<file path="src/core/skp_map.svh">
// Constants for the SKP scheduler, elasticity buffer and compliance sequencer.
`ifndef SKP_MAP_SVH
`define SKP_MAP_SVH

// ----------------------------------------------------------------------------
// Symbol codes
// ----------------------------------------------------------------------------
`define SYM_K_SKP 8'h3C
`define SYM_K_COM 8'hBC
`define SYM_K_287 8'hFC
`define SYM_D_10_2 8'h4A
`define SYM_D_24_3 8'h78
`define SYM_D_0_0 8'h00
`define SYM_D_5_2 8'h45
`define SYM_ONES 8'hFF

// ----------------------------------------------------------------------------
// Scheduling and buffer sizes
// ----------------------------------------------------------------------------
`define SKP_INTERVAL 9'h162
`define SKP_MAX_PEND 3'h4
`define SKP_TRAIN_MIN 3'h2
`define EB_DEPTH 5'h10
`define EB_NOMINAL 5'h08
`define TS_ID_IDX 4'h6
`define TS_LAST_IDX 4'hF
`define CP_RUN_SYMS 4'hA

// ----------------------------------------------------------------------------
// Timing
// ----------------------------------------------------------------------------
`define MCLK_NS 40
`define LINK_SYM_NS 320
`define SYM_DIV (`LINK_SYM_NS / `MCLK_NS)

`endif

</file>
<file path="src/core/skp_pkg.sv">
// Types shared by the SKP scheduler, elasticity buffer and compliance sequencer.
package skp_pkg;

  // --------------------------------------------------------------------------
  // Carriers
  // --------------------------------------------------------------------------
  typedef struct packed {
    logic       k;
    logic [7:0] d;
  } sym_t;

  typedef struct packed {
    sym_t sym;
    logic last;
  } tx_word_t;

  // --------------------------------------------------------------------------
  // States
  // --------------------------------------------------------------------------
  typedef enum logic [9:0] {
    CP_OFF = 10'h001, CP_0 = 10'h002, CP_1 = 10'h004, CP_2 = 10'h008, CP_3 = 10'h010,
    CP_4   = 10'h020, CP_5 = 10'h040, CP_6 = 10'h080, CP_7 = 10'h100, CP_8 = 10'h200
  } cp_t;

  typedef enum logic [1:0] {
    TX_DATA = 2'h1,
    TX_SKP  = 2'h2
  } tx_st_t;

endpackage : skp_pkg

</file>
<file path="src/core/link_sync.sv">
// Three-stage synchroniser for the link clock and receive symbol pins.
`timescale 1ns/1ps
module link_sync (
  // Clock and control.
  input  wire logic       mclk,
  input  wire logic       rst,
  input  wire logic       ce,
  // Asynchronous pins and synchronised stages.
  input  wire logic [9:0] d,
  output logic      [9:0] s2,
  output logic      [9:0] s3
);

  // --------------------------------------------------------------------------
  // Per-bit flop chains
  // --------------------------------------------------------------------------
  genvar gi;
  generate
    for (gi = 0; gi < 10; gi++) begin : g_bit
      logic s1_reg;
      logic s2_reg;
      logic s3_reg;
      // The first stage feeds only the second stage.
      always_ff @(posedge mclk or posedge rst) begin
        if (rst) begin
          s1_reg <= 1'b0;
          s2_reg <= 1'b0;
          s3_reg <= 1'b0;
        end else if (ce) begin
          s1_reg <= d[gi];
          s2_reg <= s1_reg;
          s3_reg <= s2_reg;
        end
      end
      assign s2[gi] = s2_reg;
      assign s3[gi] = s3_reg;
    end
  endgenerate

endmodule : link_sync

</file>
<file path="src/core/skid2.sv">
// Two-entry buffer with valid and ready on both sides.
`timescale 1ns/1ps
module skid2 (
  // Clock and control.
  input  wire logic        mclk,
  input  wire logic        rst,
  input  wire logic        ce,
  // Filling side.
  input  wire logic        in_valid,
  output logic             in_ready,
  input  wire skp_pkg::sym_t in_data,
  // Draining side.
  output logic             out_valid,
  input  wire logic        out_ready,
  output skp_pkg::sym_t    out_data
);
  import skp_pkg::*;

  sym_t       mem_reg [2];
  logic       wp_reg, wp_next, rp_reg, rp_next;
  logic [1:0] cnt_reg, cnt_next;
  logic       push, pop;

  // Handshakes follow the entry count directly.
  assign in_ready  = (cnt_reg != 2'h2);
  assign out_valid = (cnt_reg != 2'h0);
  assign out_data  = mem_reg[rp_reg];
  assign push      = ce && in_valid && in_ready;
  assign pop       = ce && out_valid && out_ready;

  // Pointer and count update.
  always_comb begin
    wp_next  = push ? ~wp_reg : wp_reg;
    rp_next  = pop ? ~rp_reg : rp_reg;
    cnt_next = cnt_reg + {1'b0, push} - {1'b0, pop};
  end

  // Registers.
  always_ff @(posedge mclk or posedge rst) begin
    if (rst) begin
      wp_reg     <= 1'b0;
      rp_reg     <= 1'b0;
      cnt_reg    <= 2'h0;
      mem_reg[0] <= '0;
      mem_reg[1] <= '0;
    end else if (ce) begin
      wp_reg  <= wp_next;
      rp_reg  <= rp_next;
      cnt_reg <= cnt_next;
      if (push) begin
        mem_reg[wp_reg] <= in_data;
      end
    end
  end

endmodule : skid2

</file>
<file path="src/core/skp_scheduler_elastic_compliance.sv">
// SKP scheduler, receive elasticity buffer and compliance pattern sequencer.
`timescale 1ns/1ps
`include "skp_map.svh"

// What this block does
// - absorb -5300 to +300 ppm offset via SKP
// - transmit one SKP set per 354 symbols
// - never place SKP inside a packet
// - hold at most four pending SKP sets
// - elastic buffer absorbs eight symbols either way
// - SKP set is two K28.1 symbols
// - symbol counter clears entering Polling.Active
// - insert quotient of count/354 after units
// - training may defer until two pending
// - SKP only at allowed insertion points
// - keep the remainder of count/354
// - SKP does not break TS run count
// - CP0 is scrambled D0.0 without SKP
// - no SKP during compliance patterns
// - ping LFPS advances CP0 through CP8
// - reset LFPS ends compliance patterns
// - CP4 is LFPS, not symbols
// - CP7/CP8 bit runs, de-emphasis differs
// - compliance patterns unscrambled unless stated
// - never split a TS1 or TS2 set
// - no SKP during TSEQ
module skp_scheduler_elastic_compliance (
  // Clock, reset and clock enable.
  input  wire logic              mclk,
  input  wire logic              rst,
  input  wire logic              ce,
  // Transmit symbols from the link layer.
  input  wire logic              tx_in_valid,
  output logic                   tx_in_ready,
  input  wire skp_pkg::tx_word_t tx_in,
  // Training and compliance control.
  input  wire logic              training,
  input  wire logic              polling_active,
  input  wire logic              tseq_active,
  input  wire logic              compliance_start,
  input  wire logic              ping_lfps,
  input  wire logic              reset_lfps,
  // Transmit symbols to the serialiser.
  output logic                   tx_out_valid,
  input  wire logic              tx_out_ready,
  output skp_pkg::sym_t          tx_out,
  output logic                   tx_scramble,
  output logic                   tx_deemph,
  output logic                   tx_raw,
  output logic                   tx_lfps_en,
  // Receive pins on the recovered clock.
  input  wire logic              rx_clk,
  input  wire skp_pkg::sym_t     rx_sym,
  // Receive symbols to the link layer.
  output logic                   rx_out_valid,
  input  wire logic              rx_out_ready,
  output skp_pkg::sym_t          rx_out,
  output logic                   eb_over,
  output logic                   eb_under,
  output logic [7:0]             ts_count,
  output logic [1:0]             ts_kind
);
  import skp_pkg::*;

  localparam logic [3:0] SYM_DIV_C = 4'(`SYM_DIV);

  // --------------------------------------------------------------------------
  // Transmit scheduler
  // --------------------------------------------------------------------------
  tx_st_t   st_reg, st_next;
  logic [8:0] cnt_reg, cnt_next;
  logic [2:0] pend_reg, pend_next;
  logic     half_reg, half_next;
  logic     out_v_reg, out_v_next;
  sym_t     out_reg, out_next;
  logic     adv, take, cp_on;
  cp_t      cp_reg, cp_next;
  logic [3:0] run_reg, run_next;
  logic     ph_reg, ph_next;

  assign adv         = ce && (!out_v_reg || tx_out_ready);
  assign cp_on       = (cp_reg != CP_OFF);
  assign tx_in_ready = adv && (st_reg == TX_DATA) && !cp_on;
  assign take        = tx_in_valid && tx_in_ready;
  assign tx_out_valid = out_v_reg;
  assign tx_out       = out_reg;

  // Symbol count, pending SKP sets and output symbol selection.
  always_comb begin
    st_next    = st_reg;
    cnt_next   = cnt_reg;
    pend_next  = pend_reg;
    half_next  = half_reg;
    out_v_next = out_v_reg;
    out_next   = out_reg;
    if (take) begin
      // Whole intervals become pending sets; the remainder stays in the count.
      if (cnt_reg == `SKP_INTERVAL - 9'h001) begin
        cnt_next = 9'h000;
        if (pend_reg != `SKP_MAX_PEND) begin
          pend_next = pend_reg + 3'h1;
        end
      end else begin
        cnt_next = cnt_reg + 9'h001;
      end
    end
    if (adv) begin
      out_v_next = 1'b0;
      if (cp_on) begin
        out_v_next = (cp_reg != CP_4);
        out_next   = cp_sym(cp_reg, ph_reg);
      end else if (st_reg == TX_SKP) begin
        // Two K28.1 symbols per set, then the next set or back to data.
        out_v_next = 1'b1;
        out_next   = '{k: 1'b1, d: `SYM_K_SKP};
        half_next  = ~half_reg;
        if (half_reg) begin
          pend_next = pend_reg - 3'h1;
          if (pend_reg == 3'h1) begin
            st_next = TX_DATA;
          end
        end
      end else if (take) begin
        out_v_next = 1'b1;
        out_next   = tx_in.sym;
        // Insert only after a complete unit, never in TSEQ, deferred in training.
        if (tx_in.last && pend_next != 3'h0 && !tseq_active &&
            (!training || pend_next >= `SKP_TRAIN_MIN)) begin
          st_next   = TX_SKP;
          half_next = 1'b0;
        end
      end
    end
    if (polling_active) begin
      cnt_next  = 9'h000;
      pend_next = 3'h0;
      st_next   = TX_DATA;
    end
    if (cp_on) begin
      st_next = TX_DATA;
    end
  end

  // Scheduler registers.
  always_ff @(posedge mclk or posedge rst) begin
    if (rst) begin
      st_reg    <= TX_DATA;
      cnt_reg   <= 9'h000;
      pend_reg  <= 3'h0;
      half_reg  <= 1'b0;
      out_v_reg <= 1'b0;
      out_reg   <= '0;
    end else if (ce) begin
      st_reg    <= st_next;
      cnt_reg   <= cnt_next;
      pend_reg  <= pend_next;
      half_reg  <= half_next;
      out_v_reg <= out_v_next;
      out_reg   <= out_next;
    end
  end

  // --------------------------------------------------------------------------
  // Compliance sequencer
  // --------------------------------------------------------------------------
  // Pattern symbol for each compliance state.
  function automatic sym_t cp_sym(input cp_t c, input logic ph);
    sym_t s;
    s = '{k: 1'b0, d: `SYM_D_0_0};
    case (c)
      CP_1: s.d = `SYM_D_10_2;
      CP_2: s.d = `SYM_D_24_3;
      CP_3: s = '{k: 1'b1, d: `SYM_K_COM};
      CP_5, CP_6: s = '{k: 1'b1, d: `SYM_K_287};
      CP_7, CP_8: s.d = ph ? `SYM_D_0_0 : `SYM_ONES;
      default: s = s;
    endcase
    return s;
  endfunction : cp_sym

  // Pattern advance on ping, stop on reset, bit-run phase for CP7 and CP8.
  always_comb begin
    cp_next  = cp_reg;
    run_next = run_reg;
    ph_next  = ph_reg;
    if (reset_lfps) begin
      cp_next = CP_OFF;
    end else if (compliance_start && !cp_on) begin
      cp_next = CP_0;
    end else if (ping_lfps) begin
      case (cp_reg)
        CP_0: cp_next = CP_1;
        CP_1: cp_next = CP_2;
        CP_2: cp_next = CP_3;
        CP_3: cp_next = CP_4;
        CP_4: cp_next = CP_5;
        CP_5: cp_next = CP_6;
        CP_6: cp_next = CP_7;
        CP_7: cp_next = CP_8;
        CP_8: cp_next = CP_0;
        default: cp_next = cp_reg;
      endcase
    end
    if (adv && (cp_reg == CP_7 || cp_reg == CP_8)) begin
      if (run_reg == `CP_RUN_SYMS - 4'h1) begin
        run_next = 4'h0;
        ph_next  = ~ph_reg;
      end else begin
        run_next = run_reg + 4'h1;
      end
    end
  end

  // Sequencer registers.
  always_ff @(posedge mclk or posedge rst) begin
    if (rst) begin
      cp_reg  <= CP_OFF;
      run_reg <= 4'h0;
      ph_reg  <= 1'b0;
    end else if (ce) begin
      cp_reg  <= cp_next;
      run_reg <= run_next;
      ph_reg  <= ph_next;
    end
  end

  // Line controls for the serialiser.
  assign tx_scramble = (cp_reg == CP_0);
  assign tx_deemph   = (cp_reg == CP_5) || (cp_reg == CP_7);
  assign tx_raw      = (cp_reg == CP_7) || (cp_reg == CP_8);
  assign tx_lfps_en  = (cp_reg == CP_4);

  // --------------------------------------------------------------------------
  // Receive elasticity buffer
  // --------------------------------------------------------------------------
  logic [9:0] s2, s3;
  logic       lvl_reg, lvl_next, rx_edge;
  sym_t       in_s, rd_s;
  sym_t       eb_reg [16];
  logic [3:0] wp_reg, wp_next, rp_reg, rp_next, tick_reg, tick_next;
  logic [4:0] fill_reg, fill_next;
  logic       run_on_reg, run_on_next, dup_reg, dup_next;
  logic       wr, rd, tick, sk_ready;
  logic       ov_reg, ov_next, un_reg, un_next;

  link_sync u_sync (
    .mclk (mclk),
    .rst  (rst),
    .ce   (ce),
    .d    ({rx_clk, rx_sym}),
    .s2   (s2),
    .s3   (s3)
  );

  assign in_s    = s3[8:0];
  assign rx_edge = (s2[9] == s3[9]) && s3[9] && !lvl_reg;
  assign tick    = (tick_reg == SYM_DIV_C - 4'h1);
  assign rd_s    = eb_reg[rp_reg];
  // Excess SKP symbols are not written while the buffer is above nominal.
  assign wr      = rx_edge && (fill_reg != `EB_DEPTH) &&
                   !(in_s.k && in_s.d == `SYM_K_SKP && fill_reg > `EB_NOMINAL);
  assign rd      = tick && run_on_reg && sk_ready && (fill_reg != 5'h00);

  // Fill tracking with SKP duplication when below nominal.
  always_comb begin
    lvl_next    = (s2[9] == s3[9]) ? s3[9] : lvl_reg;
    tick_next   = tick ? 4'h0 : tick_reg + 4'h1;
    wp_next     = wr ? wp_reg + 4'h1 : wp_reg;
    rp_next     = rp_reg;
    dup_next    = dup_reg;
    fill_next   = fill_reg + {4'h0, wr};
    run_on_next = run_on_reg || (fill_reg >= `EB_NOMINAL);
    ov_next     = rx_edge && (fill_reg == `EB_DEPTH);
    un_next     = tick && run_on_reg && sk_ready && (fill_reg == 5'h00);
    if (rd) begin
      if (rd_s.k && rd_s.d == `SYM_K_SKP && fill_reg < `EB_NOMINAL && !dup_reg) begin
        dup_next = 1'b1;
      end else begin
        rp_next   = rp_reg + 4'h1;
        dup_next  = 1'b0;
        fill_next = fill_reg + {4'h0, wr} - 5'h01;
      end
    end
  end

  // Buffer registers; storage is indexed by the write pointer.
  always_ff @(posedge mclk or posedge rst) begin
    if (rst) begin
      lvl_reg    <= 1'b0;
      tick_reg   <= 4'h0;
      wp_reg     <= 4'h0;
      rp_reg     <= 4'h0;
      fill_reg   <= 5'h00;
      dup_reg    <= 1'b0;
      run_on_reg <= 1'b0;
      ov_reg     <= 1'b0;
      un_reg     <= 1'b0;
      eb_reg     <= '{default: '0};
    end else if (ce) begin
      lvl_reg    <= lvl_next;
      tick_reg   <= tick_next;
      wp_reg     <= wp_next;
      rp_reg     <= rp_next;
      fill_reg   <= fill_next;
      dup_reg    <= dup_next;
      run_on_reg <= run_on_next;
      ov_reg     <= ov_next;
      un_reg     <= un_next;
      if (wr) begin
        eb_reg[wp_reg] <= in_s;
      end
    end
  end

  assign eb_over  = ov_reg;
  assign eb_under = un_reg;

  skid2 u_skid (
    .mclk      (mclk),
    .rst       (rst),
    .ce        (ce),
    .in_valid  (rd),
    .in_ready  (sk_ready),
    .in_data   (rd_s),
    .out_valid (rx_out_valid),
    .out_ready (rx_out_ready),
    .out_data  (rx_out)
  );

  // --------------------------------------------------------------------------
  // Training set run counter
  // --------------------------------------------------------------------------
  logic [3:0] idx_reg, idx_next;
  logic [7:0] tc_reg, tc_next;
  logic [1:0] tk_reg, tk_next, kind;

  // SKP symbols leave the set index and the run count untouched.
  always_comb begin
    idx_next = idx_reg;
    tc_next  = tc_reg;
    tk_next  = tk_reg;
    kind     = (rd_s.d == `SYM_D_10_2) ? 2'h1 : (rd_s.d == `SYM_D_5_2) ? 2'h2 : 2'h0;
    if (rd && !(rd_s.k && rd_s.d == `SYM_K_SKP)) begin
      if (rd_s.k && rd_s.d == `SYM_K_COM && (idx_reg == 4'h0 || idx_reg >= `TS_ID_IDX)) begin
        idx_next = 4'h1;
      end else if (idx_reg != `TS_LAST_IDX) begin
        idx_next = idx_reg + 4'h1;
      end
      if (idx_reg == `TS_ID_IDX) begin
        tk_next = kind;
        if (kind == 2'h0) begin
          tc_next = 8'h00;
        end else if (kind != tk_reg) begin
          tc_next = 8'h01;
        end else if (tc_reg != 8'hFF) begin
          tc_next = tc_reg + 8'h01;
        end
      end
    end
  end

  // Run counter registers.
  always_ff @(posedge mclk or posedge rst) begin
    if (rst) begin
      idx_reg <= 4'h0;
      tc_reg  <= 8'h00;
      tk_reg  <= 2'h0;
    end else if (ce) begin
      idx_reg <= idx_next;
      tc_reg  <= tc_next;
      tk_reg  <= tk_next;
    end
  end

  assign ts_count = tc_reg;
  assign ts_kind  = tk_reg;
endmodule : skp_scheduler_elastic_compliance

</file>
<file path="config.mk">
export PLATFORM = sky130hd
export DESIGN_NAME = skp_scheduler_elastic_compliance
export DESIGN_NICKNAME = d
export VERILOG_FILES = /design/src/core/skp_pkg.sv /design/src/core/link_sync.sv /design/src/core/skid2.sv /design/src/core/skp_scheduler_elastic_compliance.sv
export VERILOG_INCLUDE_DIRS = /design/src /design/src/core
export SDC_FILE = /design/constraint.sdc
export NUM_CORES = 1
export LEC_CHECK = 0
export BUFFER_PORTS_ARGS = -buffer_cell sky130_fd_sc_hd__buf_2
export CORE_MARGIN = 2
export CORE_UTILIZATION = 45
export CTS_CLUSTER_SIZE = 30
export DETAILED_ROUTE_END_ITERATION = 8
export HOLD_SLACK_MARGIN = 0.12
export SKIP_CTS_REPAIR_TIMING = 1
export SLEW_MARGIN = 20
export SYNTH_ARGS = -nofsm -noshare
export SYNTH_HDL_FRONTEND = slang
export SYNTH_SLANG_ARGS = --single-unit
</file>
<file path="constraint.sdc">
create_clock -name mclk -period 15.4 [get_ports mclk]
set_input_delay 4.62 -clock mclk [delete_from_list [all_inputs] [get_ports mclk]]
set_output_delay 4.62 -clock mclk [all_outputs]
set_load 0.005 [all_outputs]
</file>
==> impl_metrics.py <==
metrics = {
    "outcome": {
        "outcome": "finished, final reports clean",
    },
    "logic_synthesis": {
        "syn_nets": 1132,
        "ys_types": 77,
        "synth_edf_count": 0,
        "ys.flop_type": "dfrtp_1",
        "synth_warnings": 0,
        "synth_area_sq_um": 13300,
        "post_synth.cell_area_avg_sq_um": 12.3,
        "synth_seq_cells": 272,
        "yosysSeqAreaShare": 0.513,
        "netlist_instances": 1078,
        "async_reset_ff_frac": 1.00,
    },
    "cells_and_area": {
        "final_core_util": 0.516,
        "areaGrowthSynthToFinish_pct": 12.3,
        "mostFrequentLayoutCells": "dfrtp_1, mux2_2, nand2_1, buf_2, nor2_1",
        "largest_reg_flops": 144,
        "nFillCells": 2555,
        "multi_input_area_sq_um": 6100,
        "seq_area_sq_um": 6810,
        "final_layout_size_suffix_gt1_frac": 0.331,
        "diodes": 0,
        "final_common_cell": "dfrtp_1",
        "final_area_sq_um": 14900,
        "num-nets-final": 1194,
    },
    "cts": {
        "cts_tree": "yes",
        "cts_buffers": 29,
        "cts_root_buffer": "clkbuf_16",
        "h-tree-depth": 1,
        "path_clk_slew_ns": 0.06,
        "clockBufferDepth": 3,
        "clock_latency_ns": 0.56,
        "cts.sinks": 272,
    },
    "drt": {
        "ant_nets": 0,
        "wire_per_inst_microns": 18.1,
        "first_pass_iters": 6,
        "drt_iter0_markers": 510,
        "vias": 8595,
        "wirelength_microns": 28000,
        "drc_errors": 0,
        "via_per_inst": 5.56,
    },
    "floorplanning": {
        "coreArea_sq_um": 28900,
        "die_area_sq_um": 30900,
        "die_h_microns": 176,
        "ios": 69,
        "die_w_microns": 176,
        "rows": 62,
        "initial_core_util": 0.460,
    },
    "timing": {
        "max_freq_mhz": 91.8,
        "tns_ns": 0,
        "rsz0062_at_grt": "false",
        "maxSlewViolCount": 0,
        "layout_setup_ws_ns": 4.51,
        "worst_pin_slew_ns": 1.14,
        "setup_violations": 0,
        "period_minus_slack_ns": 10.89,
        "clock_skew_ns": 0.0145,
        "period_share": 0.707,
        "whs_ns": 0.469,
        "finalHoldViolCount": 0,
        "slew_headroom": 0.238,
    },
    "power": {
        "ir_drop_mv": 0.0993,
        "p_leak_uw": 0.00690,
        "powerDensity_nw_per_um2": 156,
    },
    "worst_setup_path": {
        "worstPathArrival_ns": 6.27,
        "worstPathCellList": "buf_2 -> buf_4 -> o21ai_1 -> nor2_1 -> and2_1 -> buf_2",
        "start_kind": "primary input",
        "cpMostUsedCell": "buf_2",
        "crit_fanout": 64,
        "reg2reg_depth": 9,
        "crit_path_end_kind": "primary output",
        "slowest_stage": "buf_4",
        "slowest_delay_ns": 0.55,
        "cp_num_cells": 6,
        "critical_path_class": "in -> out",
        "cp_top_family": "buffers and inverters",
        "cp_num_buf_inv": 3,
        "critical_path_required_ns": 10.78,
    },
    "worst_hold_path": {
        "worstHoldPathCells": 2,
        "min_path_type": "reg -> reg",
    },
    "placement": {
        "portBuffers": 68,
        "place_congestion": 0.817,
        "placed_area_sq_um": 13900,
        "detailed_place_hpwl_microns": 18100,
        "dp_slack_ns": 4.44,
    },
    "global_route": {
        "grtUsageTotal": 0.186,
        "grt_max_degree": 137,
        "antenna_found_initial": 0,
        "gr-total-overflow": 0,
        "grt_pass1_wl_microns": 46400,
        "first_global_vias": 8769,
    },
    "job": {
        "cap_violations": 0,
    },
}
worst paths after layout:
kind	startpoint	to	slack [ns]
setup / recovery	ce	tx_in_ready	4.51
hold / removal	u_skid.mem_reg[9]$_DFFE_PP0P_	u_skid.mem_reg[9]$_DFFE_PP0P_	0.47
setup reg to reg	rp_reg[0]$_DFFE_PP0P_	ts_count[0]$_DFFE_PP0P_	11.66
hold reg to reg	u_skid.mem_reg[9]$_DFFE_PP0P_	u_skid.mem_reg[9]$_DFFE_PP0P_	0.47
max in group asynchronous	rst	rp_reg[0]$_DFFE_PP0P_	9.62
min in group asynchronous	rst	u_sync.g_bit[1].s1_reg$_DFFE_PP0P_	4.28
stage by stage:
| stage | cells | total power (uW) |
|---|---|---|
| 4_1_cts | 1547 | 2360 |
| 5_1_grt | 1547 | 2470 |
| 2_1_floorplan | 1078 | 1480 |
| 3_3_place_gp | 1493 | 1610 |
| 3_5_place_dp | 1493 | 1630 |
| 6_report | 1547 | 2330 |
synth_stat cells, types with 4 or more instances:
| master | n | share of area |
|---|---|---|
| ha_1 | 22 | 0.021 |
| nand3b_1 | 6 | 0.0034 |
| nand2b_1 | 14 | 0.0066 |
| inv_1 | 30 | 0.0085 |
| nor2_2 | 4 | 0.0019 |
| nand2_1 | 88 | 0.025 |
| a31oi_1 | 9 | 0.0042 |
| o31ai_1 | 11 | 0.0062 |
| nor3_2 | 4 | 0.0030 |
| or3_1 | 4 | 0.0019 |
| xor2_1 | 12 | 0.0079 |
| nand4_1 | 11 | 0.0052 |
| buf_1 | 13 | 0.0037 |
| and2_1 | 7 | 0.0033 |
| nor3b_1 | 4 | 0.0023 |
| o21ai_0 | 42 | 0.016 |
| nor4_1 | 6 | 0.0028 |
| or2_2 | 5 | 0.0024 |
| nor2_1 | 70 | 0.020 |
| mux4_2 | 29 | 0.049 |
| o22ai_1 | 4 | 0.0019 |
| a22oi_1 | 5 | 0.0028 |
| and4_1 | 5 | 0.0033 |
| dfrtp_1 | 270 | 0.51 |
| nand3_1 | 33 | 0.012 |
| clkbuf_1 | 21 | 0.0059 |
| mux2i_1 | 10 | 0.0075 |
| xnor2_1 | 13 | 0.0086 |
| a21o_1 | 5 | 0.0028 |
| a21oi_1 | 17 | 0.0064 |
| and3_1 | 7 | 0.0033 |
| nor2b_1 | 13 | 0.0061 |
| nor3_1 | 12 | 0.0045 |
| mux2_2 | 192 | 0.16 |
| a221oi_1 | 4 | 0.0026 |
cell families after synthesis:
| logic type | after synthesis | synth area share |
|---|---|---|
| mux | 235 | 0.227 |
| simple gates | 311 | 0.122 |
| flops | 272 | 0.513 |
| fa+ha+maj | 22 | 0.0208 |
| compound gates | 138 | 0.0729 |
| xor+xnor | 25 | 0.0165 |
| buf+inv | 75 | 0.0275 |
power by group:
| group | switching (uW) | leakage, uW | internal (uW) |
|---|---|---|---|
| Combinational | 296 | 0.00285 | 296 |
| Clock | 293 | 0.000478 | 426 |
| Sequential | 132 | 0.00358 | 885 |
| Total | 721 | 0.00690 | 1610 |
tightest hold or removal path, stage by stage (launching register included):
cell	delay (ns)
dfrtp_1	0.34
nand2_1	0.05
nand2_1	0.05
cell type report:
cell class | instances | area share
Tap cell | 384 | 0.0323
Multi-Input combinational cell | 731 | 0.410
Timing Repair Buffer | 76 | 0.0269
Clock buffer | 38 | 0.0523
Clock inverter | 16 | 0.0136
Sequential cell | 272 | 0.457
Inverter | 30 | 0.00807
per-layer routing:
layer / GRT usage / part of all wire / up-vias
li1: - / - / 4046
met1: 0.264 / 0.48 / 4370
met2: 0.307 / 0.46 / 142
met3: 0.0229 / 0.036 / 37
met4: 0.0434 / 0.020 / 0
met5: 0 / 0 / -
(Power assumes the default switching activity.)
